File: src/design/ost_pkg.sv
// ost_pkg: constants, command codes, states and carriers for the output sequencer.
// assumes a single core clock at 125 MHz and command-code register access.
package ost_pkg;

  // command codes of the sequencing registers
  localparam logic [7:0] CMD_PGOOD_ASSERT    = 8'h5E;
  localparam logic [7:0] CMD_PGOOD_DEASSERT  = 8'h5F;
  localparam logic [7:0] CMD_TURN_ON_WAIT    = 8'h60;
  localparam logic [7:0] CMD_TURN_ON_RAMP    = 8'h61;
  localparam logic [7:0] CMD_PWR_UP_LIMIT    = 8'h62;
  localparam logic [7:0] CMD_PWR_UP_ACTION   = 8'h63;
  localparam logic [7:0] CMD_TURN_OFF_WAIT   = 8'h64;
  localparam logic [7:0] CMD_TURN_OFF_RAMP   = 8'h65;
  localparam logic [7:0] CMD_PWR_DOWN_LIMIT  = 8'h66;

  // reset values of the programmable words
  localparam logic [15:0] RESET_WORD = 16'h0000;
  localparam logic [7:0]  RESET_BYTE = 8'h00;

  // response codes, bits 7:6 of the action byte
  localparam logic [1:0] RESP_IGNORE  = 2'h0;
  localparam logic [1:0] RESP_DELAYED = 2'h1;
  localparam logic [1:0] RESP_DISABLE = 2'h2;
  localparam logic [1:0] RESP_LATCH   = 2'h3;

  // retry codes, bits 5:3
  localparam logic [2:0] RETRY_NONE    = 3'h0;
  localparam logic [2:0] RETRY_FOREVER = 3'h7;

  // action byte field positions
  localparam int ACT_RESP_MSB  = 7;
  localparam int ACT_RESP_LSB  = 6;
  localparam int ACT_RETRY_MSB = 5;
  localparam int ACT_RETRY_LSB = 3;
  localparam int ACT_DELAY_MSB = 2;
  localparam int ACT_DELAY_LSB = 0;

  // power-down target is one eighth of the programmed voltage
  localparam int OFF_TARGET_SHIFT = 3;

  // millisecond tick derived from the clock period
  localparam int CLK_PERIOD_NS = 8;
  localparam int MS_NS         = 1000000;
  localparam int MS_CYCLES     = MS_NS / CLK_PERIOD_NS;

  typedef struct packed {
    logic [1:0] resp;
    logic [2:0] retries;
    logic [2:0] delay;
  } ost_action_type;

  typedef struct packed {
    logic       valid;
    logic       write;
    logic [7:0] code;
    logic [15:0] wdata;
  } ost_cmd_type;

  typedef enum logic [7:0] {
    ST_OFF      = 8'b0000_0001,
    ST_ON_WAIT  = 8'b0000_0010,
    ST_RISE     = 8'b0000_0100,
    ST_ON       = 8'b0000_1000,
    ST_OFF_WAIT = 8'b0001_0000,
    ST_FALL     = 8'b0010_0000,
    ST_RETRY    = 8'b0100_0000,
    ST_LATCHED  = 8'b1000_0000
  } ost_state_type;

endpackage

File: src/design/ost_sequencer.sv
// ost_sequencer: output turn-on/turn-off sequencer with power-good and timeout fault engine.
// assumes measured and programmed voltages share one unsigned encoding, times are plain
// millisecond counts and the fault time unit arrives as a millisecond count.
//
// Contract
// - raise output_good_flag when measured voltage reaches the assert threshold.
// - drop output_good_flag when measured voltage falls to the deassert threshold.
// - after enable, wait turn_on_wait_time milliseconds before ramping up.
// - then ramp up over turn_on_ramp_time milliseconds.
// - timeout fault if output stays below undervoltage limit past power_up_timeout_limit.
// - a zero power_up_timeout_limit disables the timeout.
// - response 00 ignores the fault and keeps running.
// - response 01 runs on for the delay, then shuts down and follows the retry setting if fault persists.
// - response 10 disables at once, then follows the retry setting.
// - response 11 stays off until clear, reset, or off-then-on.
// - retries 000 means no restart; stays off until cleared.
// - retries 1 to 6 allow that many restarts, then latch off.
// - restart attempts spaced by delay count times the fault time unit.
// - retries 111 restart without limit until commanded off.
// - delay field n selects 2^n time units, 1 to 128.
// - time unit comes from the output-voltage fault time unit.
// - after disable, wait turn_off_wait_time milliseconds before ramping down.
// - then ramp down over turn_off_ramp_time milliseconds.
// - warn if output above one eighth of setpoint past power_down_warn_limit.
// - output_off reports whenever the output delivers no power.
module ost_sequencer import ost_pkg::*; #(
  parameter int TICK_CYCLES = MS_CYCLES
) (
  // clock and reset
  input  wire logic        core_clk,
  input  wire logic        reset_n,
  // command port
  input  wire ost_cmd_type cmd,
  output logic [15:0]      rd_data,
  output logic             rd_valid,
  // control and measurement
  input  wire logic        out_enable_req,
  input  wire logic        clear_faults,
  input  wire logic [15:0] vout_meas,
  input  wire logic [15:0] vout_setpoint,
  input  wire logic [15:0] uv_fault_limit,
  input  wire logic [15:0] vout_fault_unit_ms,
  // power stage and status
  output logic             power_stage_enable,
  output logic             ramp_active,
  output logic             ramp_up,
  output logic [15:0]      ramp_time_ms,
  output logic             output_good_flag,
  output logic             timeout_fault,
  output logic             power_down_warn,
  output logic             output_off
);

  ////////////////////////////////////////////////////////////////////////////
  // reset release
  logic       rst_meta_n;
  logic       rst_n;
  always_ff @(posedge core_clk or negedge reset_n) begin
    if (!reset_n) begin
      rst_meta_n <= 1'b0;
      rst_n      <= 1'b0;
    end else begin
      rst_meta_n <= 1'b1;
      rst_n      <= rst_meta_n;
    end
  end

  ////////////////////////////////////////////////////////////////////////////
  // registers
  logic [15:0]    pgood_assert_threshold;
  logic [15:0]    pgood_deassert_threshold;
  logic [15:0]    turn_on_wait_time;
  logic [15:0]    turn_on_ramp_time;
  logic [15:0]    power_up_timeout_limit;
  ost_action_type power_up_timeout_action;
  logic [15:0]    turn_off_wait_time;
  logic [15:0]    turn_off_ramp_time;
  logic [15:0]    power_down_warn_limit;

  function automatic logic hit(input ost_cmd_type c, input logic [7:0] code);
    return c.valid && c.write && (c.code == code);
  endfunction

  always_ff @(posedge core_clk or negedge rst_n) begin
    if (!rst_n) begin
      pgood_assert_threshold   <= RESET_WORD;
      pgood_deassert_threshold <= RESET_WORD;
      turn_on_wait_time        <= RESET_WORD;
      turn_on_ramp_time        <= RESET_WORD;
      power_up_timeout_limit   <= RESET_WORD;
      power_up_timeout_action  <= RESET_BYTE;
      turn_off_wait_time       <= RESET_WORD;
      turn_off_ramp_time       <= RESET_WORD;
      power_down_warn_limit    <= RESET_WORD;
    end else begin
      if (hit(cmd, CMD_PGOOD_ASSERT))   pgood_assert_threshold   <= cmd.wdata;
      if (hit(cmd, CMD_PGOOD_DEASSERT)) pgood_deassert_threshold <= cmd.wdata;
      if (hit(cmd, CMD_TURN_ON_WAIT))   turn_on_wait_time        <= cmd.wdata;
      if (hit(cmd, CMD_TURN_ON_RAMP))   turn_on_ramp_time        <= cmd.wdata;
      if (hit(cmd, CMD_PWR_UP_LIMIT))   power_up_timeout_limit   <= cmd.wdata;
      if (hit(cmd, CMD_PWR_UP_ACTION))  power_up_timeout_action  <= cmd.wdata[7:0];
      if (hit(cmd, CMD_TURN_OFF_WAIT))  turn_off_wait_time       <= cmd.wdata;
      if (hit(cmd, CMD_TURN_OFF_RAMP))  turn_off_ramp_time       <= cmd.wdata;
      if (hit(cmd, CMD_PWR_DOWN_LIMIT)) power_down_warn_limit    <= cmd.wdata;
    end
  end

  logic [15:0] next_rd_data;
  always_comb begin
    case (cmd.code)
      CMD_PGOOD_ASSERT:   next_rd_data = pgood_assert_threshold;
      CMD_PGOOD_DEASSERT: next_rd_data = pgood_deassert_threshold;
      CMD_TURN_ON_WAIT:   next_rd_data = turn_on_wait_time;
      CMD_TURN_ON_RAMP:   next_rd_data = turn_on_ramp_time;
      CMD_PWR_UP_LIMIT:   next_rd_data = power_up_timeout_limit;
      CMD_PWR_UP_ACTION:  next_rd_data = {8'h00, power_up_timeout_action};
      CMD_TURN_OFF_WAIT:  next_rd_data = turn_off_wait_time;
      CMD_TURN_OFF_RAMP:  next_rd_data = turn_off_ramp_time;
      CMD_PWR_DOWN_LIMIT: next_rd_data = power_down_warn_limit;
      default:            next_rd_data = 16'h0000;
    endcase
  end

  always_ff @(posedge core_clk or negedge rst_n) begin
    if (!rst_n) begin
      rd_data  <= 16'h0000;
      rd_valid <= 1'b0;
    end else begin
      rd_valid <= cmd.valid && !cmd.write;
      if (cmd.valid && !cmd.write) rd_data <= next_rd_data;
    end
  end

  ////////////////////////////////////////////////////////////////////////////
  // decoding
  ost_state_type state;
  ost_state_type next_state;
  logic [15:0]   phase_ms;
  logic [15:0]   ton_ms;
  logic [15:0]   toff_ms;
  logic [23:0]   grace_ms;
  logic          grace_run;
  logic          above_uv;
  logic [2:0]    attempts;
  logic          en_q;
  logic          ton_seen;

  wire [23:0] unit_span    = 24'(vout_fault_unit_ms) << power_up_timeout_action.delay;
  wire        running      = (state == ST_ON_WAIT) || (state == ST_RISE) || (state == ST_ON);
  wire        below_uv     = vout_meas <= uv_fault_limit;
  wire        ton_expired  = (power_up_timeout_limit != 16'h0000)
                             && (ton_ms >= power_up_timeout_limit);
  wire        ton_event    = running && !above_uv && below_uv && ton_expired
                             && !ton_seen;
  wire        grace_done   = grace_run && (grace_ms >= unit_span) && below_uv;
  wire        do_shutdown  = (ton_event && (power_up_timeout_action.resp != RESP_IGNORE)
                             && (power_up_timeout_action.resp != RESP_DELAYED))
                             || grace_done;
  wire        latch_now    = (power_up_timeout_action.resp == RESP_LATCH)
                             || (power_up_timeout_action.retries == RETRY_NONE)
                             || ((power_up_timeout_action.retries != RETRY_FOREVER)
                                 && (attempts >= power_up_timeout_action.retries));
  // where a shutdown lands: latched off or a timed restart
  ost_state_type fault_next;
  assign fault_next = latch_now ? ST_LATCHED : ST_RETRY;
  wire        off_then_on  = out_enable_req && !en_q;
  wire        phase_done   = phase_ms >= ramp_time_ms;
  wire [15:0] off_target   = vout_setpoint >> OFF_TARGET_SHIFT;
  wire        toff_expired = (power_down_warn_limit != 16'h0000)
                             && (toff_ms >= power_down_warn_limit);

  ////////////////////////////////////////////////////////////////////////////
  // sequencing state machine
  always_comb begin
    next_state = state;
    case (state)
      ST_OFF:      if (out_enable_req) next_state = ST_ON_WAIT;
      // nothing ramped yet, so an early drop skips the turn-off sequence
      ST_ON_WAIT:  if (!out_enable_req) next_state = ST_OFF;
                   else if (do_shutdown) next_state = fault_next;
                   else if (phase_ms >= turn_on_wait_time) next_state = ST_RISE;
      ST_RISE:     if (!out_enable_req) next_state = ST_OFF_WAIT;
                   else if (do_shutdown) next_state = fault_next;
                   else if (phase_done) next_state = ST_ON;
      ST_ON:       if (!out_enable_req) next_state = ST_OFF_WAIT;
                   else if (do_shutdown) next_state = fault_next;
      ST_OFF_WAIT: if (phase_ms >= turn_off_wait_time) next_state = ST_FALL;
      ST_FALL:     if (phase_done) next_state = ST_OFF;
      ST_RETRY:    if (!out_enable_req) next_state = ST_OFF;
                   else if ({8'h00, phase_ms} >= unit_span) next_state = ST_ON_WAIT;
      ST_LATCHED:  if (clear_faults || off_then_on) next_state = ST_ON_WAIT;
                   else if (!out_enable_req) next_state = ST_OFF;
      default:     next_state = ST_OFF;
    endcase
  end

  wire phase_restart = (next_state != state);

  ////////////////////////////////////////////////////////////////////////////
  // millisecond tick, restarted with each phase so that no phase is cut short
  logic [31:0] tick_cnt;
  wire         ms_tick = (tick_cnt == 32'(TICK_CYCLES - 1));
  always_ff @(posedge core_clk or negedge rst_n) begin
    if (!rst_n)                        tick_cnt <= 32'h0000_0000;
    else if (ms_tick || phase_restart) tick_cnt <= 32'h0000_0000;
    else                               tick_cnt <= tick_cnt + 32'h0000_0001;
  end

  always_ff @(posedge core_clk or negedge rst_n) begin
    if (!rst_n) begin
      state    <= ST_OFF;
      phase_ms <= 16'h0000;
      en_q     <= 1'b0;
    end else begin
      state    <= next_state;
      en_q     <= out_enable_req;
      if (phase_restart) phase_ms <= 16'h0000;
      else if (ms_tick && (phase_ms != 16'hFFFF)) phase_ms <= phase_ms + 16'h0001;
    end
  end

  ////////////////////////////////////////////////////////////////////////////
  // timeout, grace and retry bookkeeping
  always_ff @(posedge core_clk or negedge rst_n) begin
    if (!rst_n) begin
      ton_ms    <= 16'h0000;
      ton_seen  <= 1'b0;
      above_uv  <= 1'b0;
      grace_run <= 1'b0;
      grace_ms  <= 24'h00_0000;
      attempts  <= 3'h0;
    end else begin
      if (!running) ton_ms <= 16'h0000;
      else if (ms_tick && (ton_ms != 16'hFFFF)) ton_ms <= ton_ms + 16'h0001;
      if (!running) above_uv <= 1'b0;
      else if (!below_uv) above_uv <= 1'b1;
      // one timeout event per attempt; the sticky flag would mask later attempts
      if (!running) ton_seen <= 1'b0;
      else if (ton_event) ton_seen <= 1'b1;
      // grace period of the keep-operating response
      if (ton_event && (power_up_timeout_action.resp == RESP_DELAYED)) begin
        grace_run <= 1'b1;
        grace_ms  <= 24'h00_0000;
      end else if (!running || grace_done || !below_uv) begin
        grace_run <= 1'b0;
      end else if (grace_run && ms_tick) begin
        grace_ms  <= grace_ms + 24'h00_0001;
      end
      // restart count, frozen at seven for the endless setting
      if ((state == ST_OFF) || (state == ST_LATCHED)) attempts <= 3'h0;
      else if ((state == ST_RETRY) && (next_state == ST_ON_WAIT)
               && (attempts != RETRY_FOREVER)) attempts <= attempts + 3'h1;
    end
  end

  ////////////////////////////////////////////////////////////////////////////
  // power-down timer, counting in the turn-off wait, fall and off states only
  wire off_side = (state == ST_OFF_WAIT) || (state == ST_FALL) || (state == ST_OFF);
  always_ff @(posedge core_clk or negedge rst_n) begin
    if (!rst_n) begin
      toff_ms <= 16'h0000;
    end else if (!off_side) begin
      toff_ms <= 16'h0000;
    end else if (ms_tick && (toff_ms != 16'hFFFF)) begin
      toff_ms <= toff_ms + 16'h0001;
    end
  end

  // states in which the power stage is driven
  function automatic logic drives_stage(input ost_state_type s);
    return (s == ST_RISE) || (s == ST_ON) || (s == ST_OFF_WAIT) || (s == ST_FALL);
  endfunction

  ////////////////////////////////////////////////////////////////////////////
  // status and power stage drive
  always_ff @(posedge core_clk or negedge rst_n) begin
    if (!rst_n) begin
      power_stage_enable <= 1'b0;
      ramp_active        <= 1'b0;
      ramp_up            <= 1'b0;
      ramp_time_ms       <= 16'h0000;
      output_good_flag   <= 1'b0;
      timeout_fault      <= 1'b0;
      power_down_warn    <= 1'b0;
      output_off         <= 1'b1;
    end else begin
      power_stage_enable <= drives_stage(next_state);
      output_off         <= !drives_stage(next_state);
      ramp_active        <= (next_state == ST_RISE) || (next_state == ST_FALL);
      ramp_up            <= (next_state == ST_RISE);
      ramp_time_ms       <= (next_state == ST_FALL) ? turn_off_ramp_time : turn_on_ramp_time;
      if (vout_meas >= pgood_assert_threshold) output_good_flag <= 1'b1;
      else if (vout_meas <= pgood_deassert_threshold) output_good_flag <= 1'b0;
      if (ton_event) timeout_fault <= 1'b1;
      else if (clear_faults || off_then_on) timeout_fault <= 1'b0;
      if (!running && toff_expired && (vout_meas > off_target)) power_down_warn <= 1'b1;
      else if (clear_faults) power_down_warn <= 1'b0;
    end
  end

endmodule

File: config.mk
export PLATFORM = sky130hd
export DESIGN_NAME = ost_sequencer
export DESIGN_NICKNAME = d
export VERILOG_FILES = /design/src/design/ost_pkg.sv /design/src/design/ost_sequencer.sv
export SDC_FILE = /design/constraint.sdc
export NUM_CORES = 1
export LEC_CHECK = 0
export BUFFER_PORTS_ARGS = -buffer_cell sky130_fd_sc_hd__buf_2
export CAP_MARGIN = 20
export CORE_UTILIZATION = 40
export CTS_BUF_LIST = sky130_fd_sc_hd__clkbuf_4
export DETAILED_ROUTE_END_ITERATION = 10
export RECOVER_POWER = 25
export SLEW_MARGIN = 20
export SYNTH_ARGS = -nofsm -noshare
export SYNTH_HDL_FRONTEND = slang
export SYNTH_SLANG_ARGS = --single-unit
File: constraint.sdc
create_clock -name core_clk -period 8.6 [get_ports core_clk]
set_clock_uncertainty 0.2 [all_clocks]
set_input_delay 2.58 -clock core_clk [delete_from_list [all_inputs] [get_ports core_clk]]
set_output_delay 2.58 -clock core_clk [all_outputs]
set_load 0.005 [all_outputs]
After elaboration in Yosys (flattened, before gate mapping)
Index checks and enable logic that the tools add are counted.
Word-level totals
  register bits after elaboration: 297
  input port bits: 94
  word-level logic and storage cells: 200
  output and inout port bits: 40
Operators by class
  mux-type cells: 43
  reduce and logical (&&, ||, !) cells: 67
  order comparisons: 12
  eq/ne operators: 37
  shift operators: 1
  $add $sub $neg: 6
Operator list (number)
  16-bit one-hot mux with 9 select lines: 1
  8-bit two-way mux: 16
  16-bit two-way mux: 7
  16-bit >= comparator: 6
  8-bit by 7-bit equality test with 1-bit output (second input constant): 10
  24-bit two-way mux: 3
  8-bit one-hot mux with 8 select lines: 1
  16-bit by 1-bit adder with 16-bit output (second input constant): 3
  16-bit inequality test (second input constant): 3
  32-bit by 1-bit adder with 32-bit output (second input constant): 1
  32-bit by 17-bit equality test with 1-bit output (second input constant): 1
  16-bit <= comparator: 2
  1-bit logical AND: 32
  32-bit two-way mux: 1
  16-bit nonzero test: 2
  24-bit by 1-bit adder with 24-bit output (second input constant): 1
  16-bit by 24-bit >= comparator with 1-bit output: 1
  24-bit >= comparator: 1
  16-bit by 3-bit left shift with 24-bit output: 1
  8-bit by 2-bit equality test with 1-bit output (second input constant): 2
  8-bit by 3-bit equality test with 1-bit output (second input constant): 2
  8-bit by 4-bit equality test with 1-bit output (second input constant): 2
  8-bit by 5-bit equality test with 1-bit output (second input constant): 2
  8-bit by 6-bit equality test with 1-bit output (second input constant): 2
  18 further kinds: 63

Longest topological paths before layout
Gate-level depths: netlist (run 1).
  depth after elaboration: 18
  gate-level depth with buffers: 17
  gate-level depth less buffers: 13

Worst setup path after synthesis (run 1)
No wires, ideal clock.
  kind: in2reg
  start: input port vout_fault_unit_ms[4]
  end: register tick_cnt[17]
  stages on the path: 15
  path buffers: 2
  arrival time: 5218 ps
  setup slack: 3102 ps
  path through: mux2_2 nor2_1 a21oi_1 mux2i_1 ha_1 a211o_1 o211ai_1 o211ai_1 a211oi_1 o211ai_1 a221oi_1 o2111ai_1 buf_2 buf_6 nor3_2
Between the ends
  word-level cells in the longest chain between the ends: 11
  elaborated cells on any way between the ends: 18
  those cells by class: order compare: 2; eq/ne: 1; shift: 1; mux: 10; reduce/logical: 4
RTL lines
  start, declared: line ost_sequencer.sv:42  | input wire logic [15:0] vout_fault_unit_ms,
  16-bit by 3-bit left shift with 24-bit output (*): line ost_sequencer.sv:148  | wire [23:0] unit_span = 24'(vout_fault_unit_ms) << power_up_timeout_action.delay;
  24-bit >= comparator: line ost_sequencer.sv:155  | wire grace_done = grace_run && (grace_ms >= unit_span) && below_uv;
  1-bit logical AND (2 in series): line ost_sequencer.sv:155
  1-bit logical OR: line ost_sequencer.sv:158  | || grace_done;
  8-bit two-way mux (on tied branches): line ost_sequencer.sv:186, ost_sequencer.sv:180, ost_sequencer.sv:183
  8-bit two-way mux (on tied branches): line ost_sequencer.sv:185, ost_sequencer.sv:179, ost_sequencer.sv:182
  8-bit one-hot mux with 8 select lines (*): line ost_sequencer.sv:176  | case (state)
  8-bit inequality test (*): line ost_sequencer.sv:197  | wire phase_restart = (next_state != state);
  1-bit logical OR (*): line ost_sequencer.sv:205  | else if (ms_tick || phase_restart) tick_cnt <= 32'h0000_0000;
  32-bit two-way mux (*): line ost_sequencer.sv:205
  end signal, assigned: line ost_sequencer.sv:206  | else tick_cnt <= tick_cnt + 32'h0000_0001;
  end, declared: line ost_sequencer.sv:201  | logic [31:0] tick_cnt;
Every way passes the cells marked *; elsewhere a longest branch is shown, timed or not.
A chain may end at the register's enable or synchronous reset.

Worst setup path after layout (run 1)
  start: input port vout_fault_unit_ms[4]
  end: register tick_cnt[6]
Same word-level chain as after synthesis.

==> out/metrics.json, run 1 <==
{
  "layout": {
    "area.growth.synth_to_final_pct": 12.7,
    "filler_cell_count": 4467,
    "multi_input_comb_area_um2": 10500,
    "finalNetCount": 2399,
    "reg_top3": "tick_cnt: 32 flops, grace_ms: 24 flops",
    "largest_register_ff_count": 32,
    "share_of_cells_above_drive_strength_1_pct": 19.8,
    "largest_register": "tick_cnt",
    "stdcell_area_um2": 21200,
    "layout.area.seq_um2": 7440
  },
  "timing": {
    "max-slew-margin-rel_pct": -83.5,
    "grt_setup_unrepaired": "no",
    "timing.final.max_slew_violations": 64,
    "post-route-worst-setup-slack_ps": 2680,
    "fin_setup_tns_ps": 0,
    "layout_min_cycle_time_ps": 5920,
    "finalSetupViolCount": 0,
    "finalCritPeriodShare_pct": 68.8,
    "hold_viol_final": 0,
    "worst-slew-pin-transition_ps": 2750,
    "fmaxAchievable_mhz": 169
  },
  "clock_network": {
    "clk_pin_slew_ps": 60,
    "post_cts.resized_instances": 0,
    "cts_tree": "built",
    "hold_buffers": 0,
    "numCtsBuffers": 85,
    "clock_insertion_delay_worst_skew_ps": 840,
    "post-cts-setup-buffer-count": 0,
    "htreeDepth": 3,
    "cts_buffer_depth": 3,
    "cts.sink_count": 297,
    "clk_root_buffer_cell": "sky130_fd_sc_hd__clkbuf_4"
  },
  "drt": {
    "route.detailed.drc": 0,
    "drtPass1Iterations": 5,
    "route.vias.total": 15500,
    "first_iter_violations": 1037,
    "drt-total-wl_um": 54600,
    "routed_wire_length_per_instance_um": 19.6,
    "avgViaCountPerCell": 5.58,
    "ant_nets": 0
  },
  "yosys": {
    "fraction_of_registers_with_async_set_reset_pct": 100,
    "post-synth-top-area-fraction_pct": 39.2,
    "total_number_of_yosys_warnings": 0,
    "postSynth.topFlopCell": "sky130_fd_sc_hd__dfrtp_1",
    "synthesis.nets": 2245,
    "syn_inst": 1961,
    "post_synth_mux_area_share_pct": 8.05,
    "synth_top_family_by_area": "simple AND/OR/NAND/NOR gates",
    "synth_common_cells": "295 x sky130_fd_sc_hd__dfrtp_1, 190 x sky130_fd_sc_hd__ha_1, 166 x sky130_fd_sc_hd__inv_1, 154 x sky130_fd_sc_hd__nand2_1, 129 x sky130_fd_sc_hd__nor2_1",
    "synth-compound-area-share_pct": 13.9,
    "yosys.area.top_type": "sky130_fd_sc_hd__dfrtp_1",
    "count_of_flip_flops_with_a_built_in_enable_after_synthesis": 0,
    "synthesis.area_per_instance_um2": 9.61,
    "sequential_fraction_of_the_synthesis_area_pct": 39.5,
    "synth_area_leaders": "sky130_fd_sc_hd__dfrtp_1 39%, sky130_fd_sc_hd__ha_1 13%, sky130_fd_sc_hd__mux2_2 6.0%, sky130_fd_sc_hd__inv_1 3.3%, sky130_fd_sc_hd__nand2_1 3.1%",
    "synth_simple_gate_area_share_pct": 16.7,
    "synth.cell_area_um2": 18800,
    "postSynthRegisterBits": 297,
    "yosys.area_share.xor_xnor_pct": 4.18,
    "netlist-cell-type-count": 74,
    "yosys.cell_count.top_type": "sky130_fd_sc_hd__dfrtp_1",
    "synth-adder-area-share_pct": 12.6
  },
  "setup_path": {
    "setup.reg_to_reg.worst_slack_ps": 3070,
    "crit_end": "tick_cnt[6]",
    "timing.rr.end": "tick_cnt[6]",
    "cp_max_fo": 48,
    "worst_ep_arrival_time_ps": 6380,
    "cp.depth": 15,
    "critPathCaptureType": "register",
    "critical_path.cell_chain": "buf_2, mux2_2, nor2_1, a21oi_1, mux2i_1, ha_1, a211o_1, o211ai_1, o211ai_1, a211oi_1, o211ai_1, a221oi_1, o2111ai_4, buf_4, nor4_1",
    "crit_buf_inv": 2,
    "crit_top_cell": "sky130_fd_sc_hd__o211ai_1",
    "cpMaxStageDelayCell": "sky130_fd_sc_hd__a221oi_1",
    "cp_slowest_stage_delay_ps": 560,
    "critical_path.reg2reg.startpoint": "power_up_timeout_action[1]",
    "worst-r2r-cell-count": 13,
    "cell_type_group_with_the_largest_total_delay_on_the_critical_path": "compound AO/OA/AOI/OAI gates",
    "critical_path_required_ps": 9060,
    "setup.worst_path.start_class": "input port",
    "setup.worst_path.class": "in2reg",
    "cp-startpoint": "vout_fault_unit_ms[4]"
  },
  "power_and_ir_drop": {
    "total_switching_power_mw": 1.04,
    "pwr-share-clk_pct": 40.9,
    "internal_power_mw": 2.32,
    "power_frac_comb_pct": 14.6,
    "power_frac_seq_pct": 44.4,
    "vdd_drop_max_mv": 0.171,
    "switching_share_pct": 31.0,
    "static-leakage-power_nw": 10.2,
    "powerDensity_nw_per_um2": 158
  },
  "place": {
    "post-dp-hpwl_um": 40600,
    "portBuffers": 130,
    "preCtsSetupSlack_ps": 1910,
    "post_dp_cell_area_um2": 20100,
    "globalplace.congestion": 0.930
  },
  "worst_hold_path": {
    "hold_path_class": "reg2reg"
  },
  "grt": {
    "grt_remaining_overflow": 0,
    "groute.layer.met1.usage_pct": 31.1,
    "track_usage_pct": 23.2,
    "antenna_found_initial": 2,
    "first_global_vias": 15400,
    "groute.layer.met3.usage_pct": 4.16,
    "maximum_number_of_pins_on_one_net_before_global_route_repair": 160,
    "busiest_layer": "met2",
    "grt_util_met2_pct": 36.9,
    "grt_first_pass_wirelength_um": 85600
  },
  "run_status": {
    "failed_checks": "max-capacitance violations, max-slew violations",
    "run_status": "finished, violations left"
  },
  "floorplanning": {
    "die_w_um": 219,
    "die_height_um": 219,
    "top_level_ports": 134,
    "core-area_um2": 46500,
    "initial_core_util_pct": 40.6,
    "die_area_um2": 48000,
    "row_count": 79
  },
  "run": {
    "max_cap_viol_count": 1
  }
}
==> area by class of cell <==
cell class / count / share of cell area, %
clock buffers: 118 / 4.17
diodes: 2 / 0.0236
inverters: 167 / 2.95
repair buffers: 147 / 3.72
well taps: 607 / 3.58
multi-input cells: 1417 / 49.5
flip-flops and latches: 297 / 35.0
clock inverters: 31 / 1.03
==> worst register-to-register path, cell delays in order, from the launching register on <==
cell                        delay (ps)
sky130_fd_sc_hd__dfrtp_1           890
sky130_fd_sc_hd__clkinv_1          660
sky130_fd_sc_hd__mux2i_1           370
sky130_fd_sc_hd__nand2b_1          140
sky130_fd_sc_hd__ha_1              300
sky130_fd_sc_hd__a211o_1           290
sky130_fd_sc_hd__a31oi_1           200
sky130_fd_sc_hd__o211ai_1          140
sky130_fd_sc_hd__a211oi_1          510
sky130_fd_sc_hd__o211ai_1          230
sky130_fd_sc_hd__a221oi_1          560
sky130_fd_sc_hd__o2111ai_4         200
sky130_fd_sc_hd__buf_4             380
sky130_fd_sc_hd__nor4_1            340
==> logic make-up (layout without fill, tap and decap cells) <==
family / Yosys count / after routing
AOI/OAI and AO/OA: 390 / 390
xor gates and xnor gates: 90 / 90
adders and majority gates: 190 / 190
buffers and inverters: 247 / 463
DFF: 297 / 297
muxes: 139 / 139
other: 1 / 3
and+or+nand+nor: 607 / 607
==> power by group through the flow <==
stage | Combinational [mW] | Clock (mW) | Sequential, mW
6_report | 0.490 | 1.37 | 1.49
5_1_grt | 0.541 | 1.48 | 1.50
4_1_cts | 0.490 | 1.42 | 1.49
3_5_place_dp | 0.488 | 0 | 1.52
3_3_place_gp | 0.478 | 0 | 1.52
2_1_floorplan | 0.321 | 0 | 1.51
==> worst min-delay path by stage <==
stage / start / end / slack (ps) / depth (start not counted)
6_report: rst_meta_n / rst_n / 160 / 0
3_5_place_dp: rst_meta_n / rst_n / 150 / 0
5_1_grt: rst_meta_n / rst_n / 170 / 0
4_1_cts: rst_meta_n / rst_n / 160 / 0
2_1_floorplan: rst_meta_n / rst_n / 130 / 0
3_3_place_gp: rst_meta_n / rst_n / 140 / 0
==> stage by stage <==
stage | hold WS, ps | utilization (%) | std cells | power [mW]
after floorplan | 131 | - | 1961 | 1.83
after global placement | 138 | 43.3 | 2635 | 1.99
after detailed placement | 148 | 43.3 | 2635 | 2.00
after CTS | 162 | 45.7 | 2784 | 3.40
after global routing | 166 | 45.7 | 2786 | 3.52
final | 156 | 45.7 | 2786 | 3.36
==> cells in the final DEF (no fill, tap or decap), drive strengths merged, types with 51 or more instances in the layout <==
| master | n |
|---|---|
| dfrtp | 295 |
| ha | 190 |
| inv | 168 |
| nand2 | 154 |
| buf | 146 |
| nor2 | 131 |
| clkbuf | 119 |
| o21ai | 106 |
| mux2 | 100 |
| a21oi | 81 |
| nor3 | 68 |
| nand3 | 58 |
| nand4 | 58 |
| xnor2 | 51 |
==> routing by layer <==
layer / share of wire [%] / vias up
met2: 46 / 415
met5: 0 / -
met4: 3.4 / 0
met1: 46 / 7579
met3: 4.8 / 110
li1: - / 7438
Power figures use the tool's default switching activity.
==> run 2, diff against run 1 <==
clock period = 5.53 ns   (was 8.6 ns; I/O delays follow)
==> run 2 against run 1 <==
The flow still finishes with violations (max-capacitance violations, max-slew violations). Non-clock buffer count increased by 20. Count of clock-buffer cells in the layout increased by 3. Design area increased by 0.79%. Highest routed layer unchanged.
==> out/metrics.json, run 2 (same netlist as run 1, synthesis figures left out) <==
{
  "run_status": {
    "run_status": "finished, violations left",
    "failed_checks": "max-capacitance violations, max-slew violations"
  },
  "layout": {
    "area.growth.synth_to_final_pct": 13.6,
    "filler_cell_count": {"value": 4524, "change": "+1.3%"},
    "finalNetCount": {"value": 2420, "change": "+0.88%"},
    "largest_register": "tick_cnt",
    "most-common-layout-cells": "294 x sky130_fd_sc_hd__dfrtp_1, 190 x sky130_fd_sc_hd__ha_1, 166 x sky130_fd_sc_hd__inv_1",
    "largest_register_ff_count": {"value": 32, "change": "unchanged"},
    "layout_commonest_cell": "sky130_fd_sc_hd__dfrtp_1",
    "post_route_utilization": {"value": 46.1, "unit": "%", "change": "+0.36 points"},
    "reg_top3": "tick_cnt: 32 flops, grace_ms: 24 flops",
    "share_of_cells_above_drive_strength_1": {"value": 20.3, "unit": "%", "change": "+0.55 points"}
  },
  "timing": {
    "finalSetupViolCount": {"value": 0, "change": "unchanged"},
    "fin_setup_tns": {"value": 0, "unit": "ps", "change": "unchanged"},
    "timing.final.max_slew_violations": {"value": 93, "change": "+45%"},
    "grt_setup_unrepaired": "no",
    "fin_worst_hold_slack": {"value": 137, "unit": "ps", "change": "-18.3 ps"},
    "fmaxAchievable_mhz": 213,
    "finalCritPeriodShare_pct": 84.9,
    "hold_viol_final": {"value": 0, "change": "unchanged"},
    "worst-slew-pin-transition": {"value": 2690, "unit": "ps", "change": "-64.1 ps"},
    "layout_min_cycle_time_ps": 4700,
    "post-route-worst-setup-slack": {"value": 834, "unit": "ps", "change": "-1850 ps"},
    "max-slew-margin-rel": {"value": -79.3, "unit": "%", "change": "+4.3 points"}
  },
  "grt": {
    "grt_first_pass_wirelength": {"value": 86800, "unit": "um", "change": "+1.5%"},
    "grt_remaining_overflow": {"value": 0, "change": "unchanged"},
    "maximum_number_of_pins_on_one_net_before_global_route_repair": {"value": 157, "change": "-1.9%"},
    "antenna_found_initial": {"value": 3, "change": "+1"},
    "track_usage": {"value": 23.5, "unit": "%", "change": "+0.27 points"},
    "first_global_vias": {"value": 15700, "change": "+1.8%"}
  },
  "clock_network": {
    "cts_buffer_depth": {"value": 3, "change": "unchanged"},
    "cts.sink_count": {"value": 297, "change": "unchanged"},
    "cts_tree": "built",
    "post_cts.resized_instances": {"value": 0, "change": "unchanged"},
    "clock_insertion_delay_worst_skew": {"value": 850, "unit": "ps", "change": "about the same"},
    "clk_root_buffer_cell": "sky130_fd_sc_hd__clkbuf_4",
    "hold_buffers": {"value": 0, "change": "unchanged"},
    "clk_pin_slew": {"value": 70, "unit": "ps", "change": "about the same"},
    "numCtsBuffers": {"value": 86, "change": "+1.2%"},
    "htreeDepth": {"value": 3, "change": "unchanged"},
    "post-cts-setup-buffer-count": {"value": 0, "change": "unchanged"}
  },
  "drt": {
    "routed_wire_length_per_instance": {"value": 19.7, "unit": "um", "change": "+0.29%"},
    "first_iter_violations": {"value": 1156, "change": "+11%"},
    "avgViaCountPerCell": {"value": 5.59, "change": "+0.19%"},
    "drtPass1Iterations": {"value": 5, "change": "unchanged"},
    "route.vias.total": {"value": 15700, "change": "+1.0%"},
    "ant_nets": {"value": 0, "change": "unchanged"},
    "drt-total-wl": {"value": 55200, "unit": "um", "change": "+1.2%"},
    "route.detailed.drc": {"value": 0, "change": "unchanged"}
  },
  "setup_path": {
    "cp_max_fo": {"value": 48, "change": "unchanged"},
    "critical_path_required": {"value": 6000, "unit": "ps", "change": "-3060 ps"},
    "setup.worst_path.start_class": "input port",
    "critPathCaptureType": "register",
    "setup.worst_path.class": "in2reg",
    "worst_ep_arrival_time": {"value": 5170, "unit": "ps", "change": "-1210 ps"}
  },
  "place": {
    "preCtsSetupSlack": {"value": 84.3, "unit": "ps", "change": "-1830 ps"},
    "portBuffers": {"value": 130, "change": "unchanged"},
    "post-dp-hpwl": {"value": 41300, "unit": "um", "change": "+1.6%"},
    "globalplace.congestion": {"value": 0.911, "change": "-2.0%"}
  },
  "floorplanning": {
    "die_w": {"value": 219, "unit": "um", "change": "unchanged"},
    "top_level_ports": {"value": 134, "change": "unchanged"},
    "die_area": {"value": 48000, "unit": "um^2", "change": "unchanged"},
    "die_height": {"value": 219, "unit": "um", "change": "unchanged"},
    "initial_core_util": {"value": 40.6, "unit": "%", "change": "unchanged"},
    "core-area": {"value": 46500, "unit": "um^2", "change": "unchanged"},
    "row_count": {"value": 79, "change": "unchanged"}
  },
  "worst_hold_path": {
    "hold_path_class": "reg2reg"
  },
  "power_and_ir_drop": {
    "switching_share": {"value": 30.8, "unit": "%", "change": "-0.22 points"},
    "power_frac_comb": {"value": 15.0, "unit": "%", "change": "+0.4 points"},
    "vdd_drop_max": {"value": 0.200, "unit": "mV", "change": "+17%"},
    "powerDensity": {"value": 246, "unit": "nW/um^2", "change": "+56%"},
    "total_switching_power": {"value": 1.62, "unit": "mW", "change": "+56%"},
    "pwr-share-clk": {"value": 41.0, "unit": "%", "change": "about the same"},
    "power_frac_seq": {"value": 44.0, "unit": "%", "change": "-0.4 points"},
    "internal_power": {"value": 3.64, "unit": "mW", "change": "+57%"},
    "static-leakage-power": {"value": 10.3, "unit": "nW", "change": "+1.0%"}
  },
  "run": {
    "max_cap_viol_count": {"value": 2, "change": "+1"}
  }
}
run 2: changes by cell type in the layout (fill, tap and decap cells not counted), moves of 2 or more:
| cell | change |
|---|---|
| sky130_fd_sc_hd__buf_4 | +15 |
| sky130_fd_sc_hd__clkbuf_1 | +3 |
| sky130_fd_sc_hd__clkinv_1 | -2 |
| sky130_fd_sc_hd__inv_6 | -2 |
| sky130_fd_sc_hd__diode_2 | +4 |
| sky130_fd_sc_hd__nor2_2 | -3 |
| sky130_fd_sc_hd__nor2_1 | +3 |
| sky130_fd_sc_hd__clkinvlp_4 | -2 |
| sky130_fd_sc_hd__clkbuf_4 | +3 |
| sky130_fd_sc_hd__buf_12 | +2 |
run 2: worst paths after layout:
kind / startpoint / end / slack [ps] / cells past startpoint
max in group asynchronous: rst_n / phase_ms[3] / 1640 / 1
worst min-delay path: rst_meta_n / rst_n / 140 / 0
worst max-delay path: vout_fault_unit_ms[4] / tick_cnt[13] / 830 / 17
worst min register to register: rst_meta_n / rst_n / 140 / 0
worst max register to register: power_up_timeout_action[0] / tick_cnt[13] / 950 / 16
min in group asynchronous: reset_n / rst_n / 410 / 1
run 2: per-stage QoR:
| stage | cells | area (um^2) | total power [mW] |
|---|---|---|---|
| finish | 2810 | 21400 | 5.26 |
| global route | 2808 | 21400 | 5.54 |
| CTS | 2804 | 21400 | 5.33 |
| detailed placement | 2655 | 20300 | 3.14 |
| global placement | 2655 | 20300 | 3.13 |
| floorplan | 1961 | 18800 | 2.84 |
run 2: power by group through the flow:
| stage | Clock [mW] | Sequential (mW) | Combinational (mW) |
|---|---|---|---|
| 6_report | 2.16 | 2.32 | 0.790 |
| 5_1_grt | 2.34 | 2.33 | 0.874 |
| 4_1_cts | 2.22 | 2.32 | 0.790 |
| 3_5_place_dp | 0 | 2.36 | 0.785 |
| 3_3_place_gp | 0 | 2.35 | 0.772 |
| 2_1_floorplan | 0 | 2.34 | 0.499 |
run 2: final cells by class:
| type | instances | area, um^2 | share of cell area, % |
|---|---|---|---|
| Tap cell | 607 | 759 | 3.55 |
| Clock inverter | 28 | 204 | 0.953 |
| Antenna cell | 6 | 15.0 | 0.0702 |
| Timing Repair Buffer | 167 | 953 | 4.46 |
| Inverter | 167 | 627 | 2.93 |
| Sequential cell | 297 | 7440 | 34.7 |
| Multi-Input combinational cell | 1417 | 10500 | 49.0 |
| Clock buffer | 121 | 908 | 4.24 |
run 2: critical path: stages:
cell,delay (ps)
sky130_fd_sc_hd__buf_2,100
sky130_fd_sc_hd__mux2_2,270
sky130_fd_sc_hd__nor2_1,90
sky130_fd_sc_hd__a21oi_1,70
sky130_fd_sc_hd__mux2i_1,270
sky130_fd_sc_hd__ha_1,300
sky130_fd_sc_hd__a211o_1,260
sky130_fd_sc_hd__o211ai_1,80
sky130_fd_sc_hd__o211ai_1,140
sky130_fd_sc_hd__a211oi_1,330
sky130_fd_sc_hd__buf_4,180
sky130_fd_sc_hd__o211ai_1,130
sky130_fd_sc_hd__a221oi_1,420
sky130_fd_sc_hd__buf_4,190
sky130_fd_sc_hd__o2111ai_4,110
sky130_fd_sc_hd__buf_12,240
sky130_fd_sc_hd__nor4_1,300
run 2: per-layer routing:
| layer | part of all wire, % | up-vias | global-route usage, % |
|---|---|---|---|
| met2 | 47 | 449 | 37.6 |
| met1 | 44 | 7668 | 30.9 |
| met4 | 3.3 | 0 | 9.35 |
| met3 | 5.8 | 116 | 4.82 |
| met5 | 0 | - | 0 |
| li1 | - | 7472 | - |
==> run 3, diff against run 2 <==
clock period = 4.74 ns   (was 5.53 ns; I/O delays follow)
==> run 3 against run 2 <==
The run still ends with max-capacitance violations, max-slew violations left. Register-to-register slack lost 600 ps. Critical path type is now reg2reg. Highest routed layer unchanged. Non-clock buffer count grew 42. Via count is essentially flat. Cell count grew 1.7%. Combinational power grew 30%. Global-route usage is essentially flat.
==> out/metrics.json, run 3 (same netlist as run 1, synthesis figures left out) <==
{
  "run_status": {
    "run_status": "finished, violations left",
    "failed_checks": "max-capacitance violations, max-slew violations"
  },
  "floorplanning": {
    "die_height": {"value": 219, "unit": "um", "change": "unchanged"},
    "core-area": {"value": 46500, "unit": "um^2", "change": "unchanged"},
    "die_w": {"value": 219, "unit": "um", "change": "unchanged"},
    "top_level_ports": {"value": 134, "change": "unchanged"},
    "row_count": {"value": 79, "change": "unchanged"},
    "initial_core_util": {"value": 40.6, "unit": "%", "change": "unchanged"},
    "die_area": {"value": 48000, "unit": "um^2", "change": "unchanged"}
  },
  "layout": {
    "share_of_cells_above_drive_strength_1": {"value": 22.3, "unit": "%", "change": "+2.0 points"},
    "most-common-layout-cells": "294 x sky130_fd_sc_hd__dfrtp_1, 190 x sky130_fd_sc_hd__ha_1, 166 x sky130_fd_sc_hd__inv_1",
    "stdcell_area": {"value": 21700, "unit": "um^2", "change": "+1.6%"},
    "final_cells": {"value": 2859, "change": "+1.7%"},
    "largest_register": "tick_cnt",
    "finalNetCount": {"value": 2462, "change": "+1.7%"},
    "area.growth.synth_to_final_pct": 15.4,
    "reg_top3": "tick_cnt: 32 flops, grace_ms: 24 flops",
    "layout_commonest_cell": "sky130_fd_sc_hd__dfrtp_1",
    "largest_register_ff_count": {"value": 32, "change": "unchanged"},
    "post_route_utilization": {"value": 46.8, "unit": "%", "change": "+0.75 points"}
  },
  "power_and_ir_drop": {
    "vdd_drop_max": {"value": 0.193, "unit": "mV", "change": "-3.4%"},
    "powerDensity": {"value": 285, "unit": "nW/um^2", "change": "+16%"},
    "static-leakage-power": {"value": 10.5, "unit": "nW", "change": "+2.3%"},
    "power.total": {"value": 6.19, "unit": "mW", "change": "+18%"}
  },
  "grt": {
    "antenna_found_initial": {"value": 3, "change": "unchanged"},
    "track_usage": {"value": 23.5, "unit": "%", "change": "about the same"},
    "grt_first_pass_wirelength": {"value": 86900, "unit": "um", "change": "+0.14%"},
    "first_global_vias": {"value": 16000, "change": "+2.0%"},
    "maximum_number_of_pins_on_one_net_before_global_route_repair": {"value": 119, "change": "-24%"},
    "grt_remaining_overflow": {"value": 0, "change": "unchanged"}
  },
  "drt": {
    "drtPass1Iterations": {"value": 6, "change": "+1"},
    "drt-total-wl": {"value": 55200, "unit": "um", "change": "about the same"},
    "first_iter_violations": {"value": 982, "change": "-15%"},
    "avgViaCountPerCell": {"value": 5.50, "change": "-1.7%"},
    "ant_nets": {"value": 0, "change": "unchanged"},
    "route.vias.total": {"value": 15700, "change": "+0.038%"},
    "route.detailed.drc": {"value": 0, "change": "unchanged"},
    "routed_wire_length_per_instance": {"value": 19.3, "unit": "um", "change": "-1.8%"}
  },
  "place": {
    "post-dp-hpwl": {"value": 41700, "unit": "um", "change": "+0.97%"},
    "post_dp_cell_area": {"value": 20700, "unit": "um^2", "change": "+1.8%"},
    "dpl.cell_count": {"value": 2697, "change": "+1.6%"},
    "globalplace.congestion": {"value": 0.924, "change": "+1.3%"},
    "portBuffers": {"value": 130, "change": "unchanged"},
    "preCtsSetupSlack": {"value": -447, "unit": "ps", "change": "-532 ps"}
  },
  "timing": {
    "max-slew-margin-rel": {"value": -59.3, "unit": "%", "change": "+20 points"},
    "post-route-worst-setup-slack": {"value": 348, "unit": "ps", "change": "-486 ps"},
    "finalCritPeriodShare_pct": 92.7,
    "hold_viol_final": {"value": 0, "change": "unchanged"},
    "timing.final.max_slew_violations": {"value": 215, "change": "+130%"},
    "layout_min_cycle_time_ps": 4390,
    "fmaxAchievable_mhz": 228,
    "worst-slew-pin-transition": {"value": 2390, "unit": "ps", "change": "-300 ps"},
    "finalSetupViolCount": {"value": 0, "change": "unchanged"},
    "grt_setup_unrepaired": "no"
  },
  "clock_network": {
    "clk_pin_slew": {"value": 70, "unit": "ps", "change": "about the same"},
    "hold_buffers": {"value": 0, "change": "unchanged"},
    "htreeDepth": {"value": 3, "change": "unchanged"},
    "post-cts-setup-buffer-count": {"value": 0, "change": "unchanged"},
    "clk_root_buffer_cell": "sky130_fd_sc_hd__clkbuf_4",
    "numCtsBuffers": {"value": 86, "change": "unchanged"},
    "cts_buffer_depth": {"value": 3, "change": "unchanged"},
    "clock_insertion_delay_worst_skew": {"value": 810, "unit": "ps", "change": "-40 ps"},
    "cts.sink_count": {"value": 297, "change": "unchanged"},
    "cts_tree": "built"
  },
  "setup_path": {
    "cp_max_fo": {"value": 22, "change": "-54%"},
    "cp_slowest_stage_delay": {"value": 600, "unit": "ps", "change": "+180 ps"},
    "setup.worst_path.start_class": "register",
    "worst-r2r-cell-count": {"value": 15, "change": "-1"},
    "setup.worst_path.class": "reg2reg",
    "crit_buf_inv": {"value": 2, "change": "-2"},
    "cpMaxStageDelayCell": "sky130_fd_sc_hd__dfrtp_2",
    "setup.reg_to_reg.worst_slack": {"value": 350, "unit": "ps", "change": "-600 ps"},
    "cell_type_group_with_the_largest_total_delay_on_the_critical_path": "compound AO/OA/AOI/OAI gates",
    "critical_path_required": {"value": 5220, "unit": "ps", "change": "-780 ps"},
    "critPathCaptureType": "register",
    "worst_ep_arrival_time": {"value": 4880, "unit": "ps", "change": "-290 ps"},
    "critical_path.cell_chain": "mux2_2, nor2_1, a211oi_1, a21oi_1, ha_1, a211oi_1, o211ai_1, o221ai_1, o211ai_1, and2_1, nor3_1, a31oi_4, buf_12, buf_4, nor3_2",
    "cp.depth": {"value": 15, "change": "-2"}
  },
  "run": {
    "max_cap_viol_count": {"value": 2, "change": "unchanged"}
  },
  "worst_hold_path": {
    "hold_depth": {"value": 0, "change": "unchanged"},
    "hold_path_class": "reg2reg"
  }
}
## run 3: cell count changes in the layout (fill, tap and decap cells not counted), sizes merged, moves of 2 or more
cell    previous run  this run
buf              162       205
clkinv            24        29
bufinv             3         1
clkbuf           126       130
## run 3: area by class of cell
type	count	area [um^2]
tap	607	759
inverter	167	627
antenna	5	12.5
multi-input combinational	1417	10500
fill	4468	24700
clock buffer	126	946
clock inverter	31	169
timing repair buffer	209	1300
sequential	297	7440
## run 3: report_power, final
group / leakage [nW] / internal, mW / switching (mW)
clock network: 0.666 / 1.28 / 1.18
logic: 6.06 / 0.396 / 0.633
registers: 3.82 / 2.61 / 0.0918
total: 10.5 / 4.29 / 1.90
## run 3: layer usage
metal  wire (um)  global-route usage, %  vias to the layer above
met5           0                      0                        -
met4        2040                   10.0                        0
met3        2700                   4.39                      106
met2       25600                   37.6                      416
met1       24900                   31.0                     7639
li1            -                      -                     7550
## run 3: timing repair
| action | CTS | global route |
|---|---|---|
| endpoints found under the hold margin | 0 | 0 |
| gates resized for setup | 0 | 1 |
| setup endpoints to repair | 0 | 50 |
## run 3: worst paths after layout
path / start / end
worst max-delay path: power_up_timeout_action[0] / tick_cnt[28]
worst min-delay path: rst_meta_n / rst_n
worst max register to register: power_up_timeout_action[0] / tick_cnt[28]
worst min register to register: rst_meta_n / rst_n
max in group asynchronous: rst_n / ton_ms[10]
min in group asynchronous: reset_n / rst_n
## run 3: metrics by stage
step | TNS, ps | hold slack [ps]
after floorplan | 0 | 131
after global placement | -15360 | 100
after detailed placement | -24970 | 98.2
after CTS | 0 | 93.6
after global routing | 0 | 131
final | 0 | 147
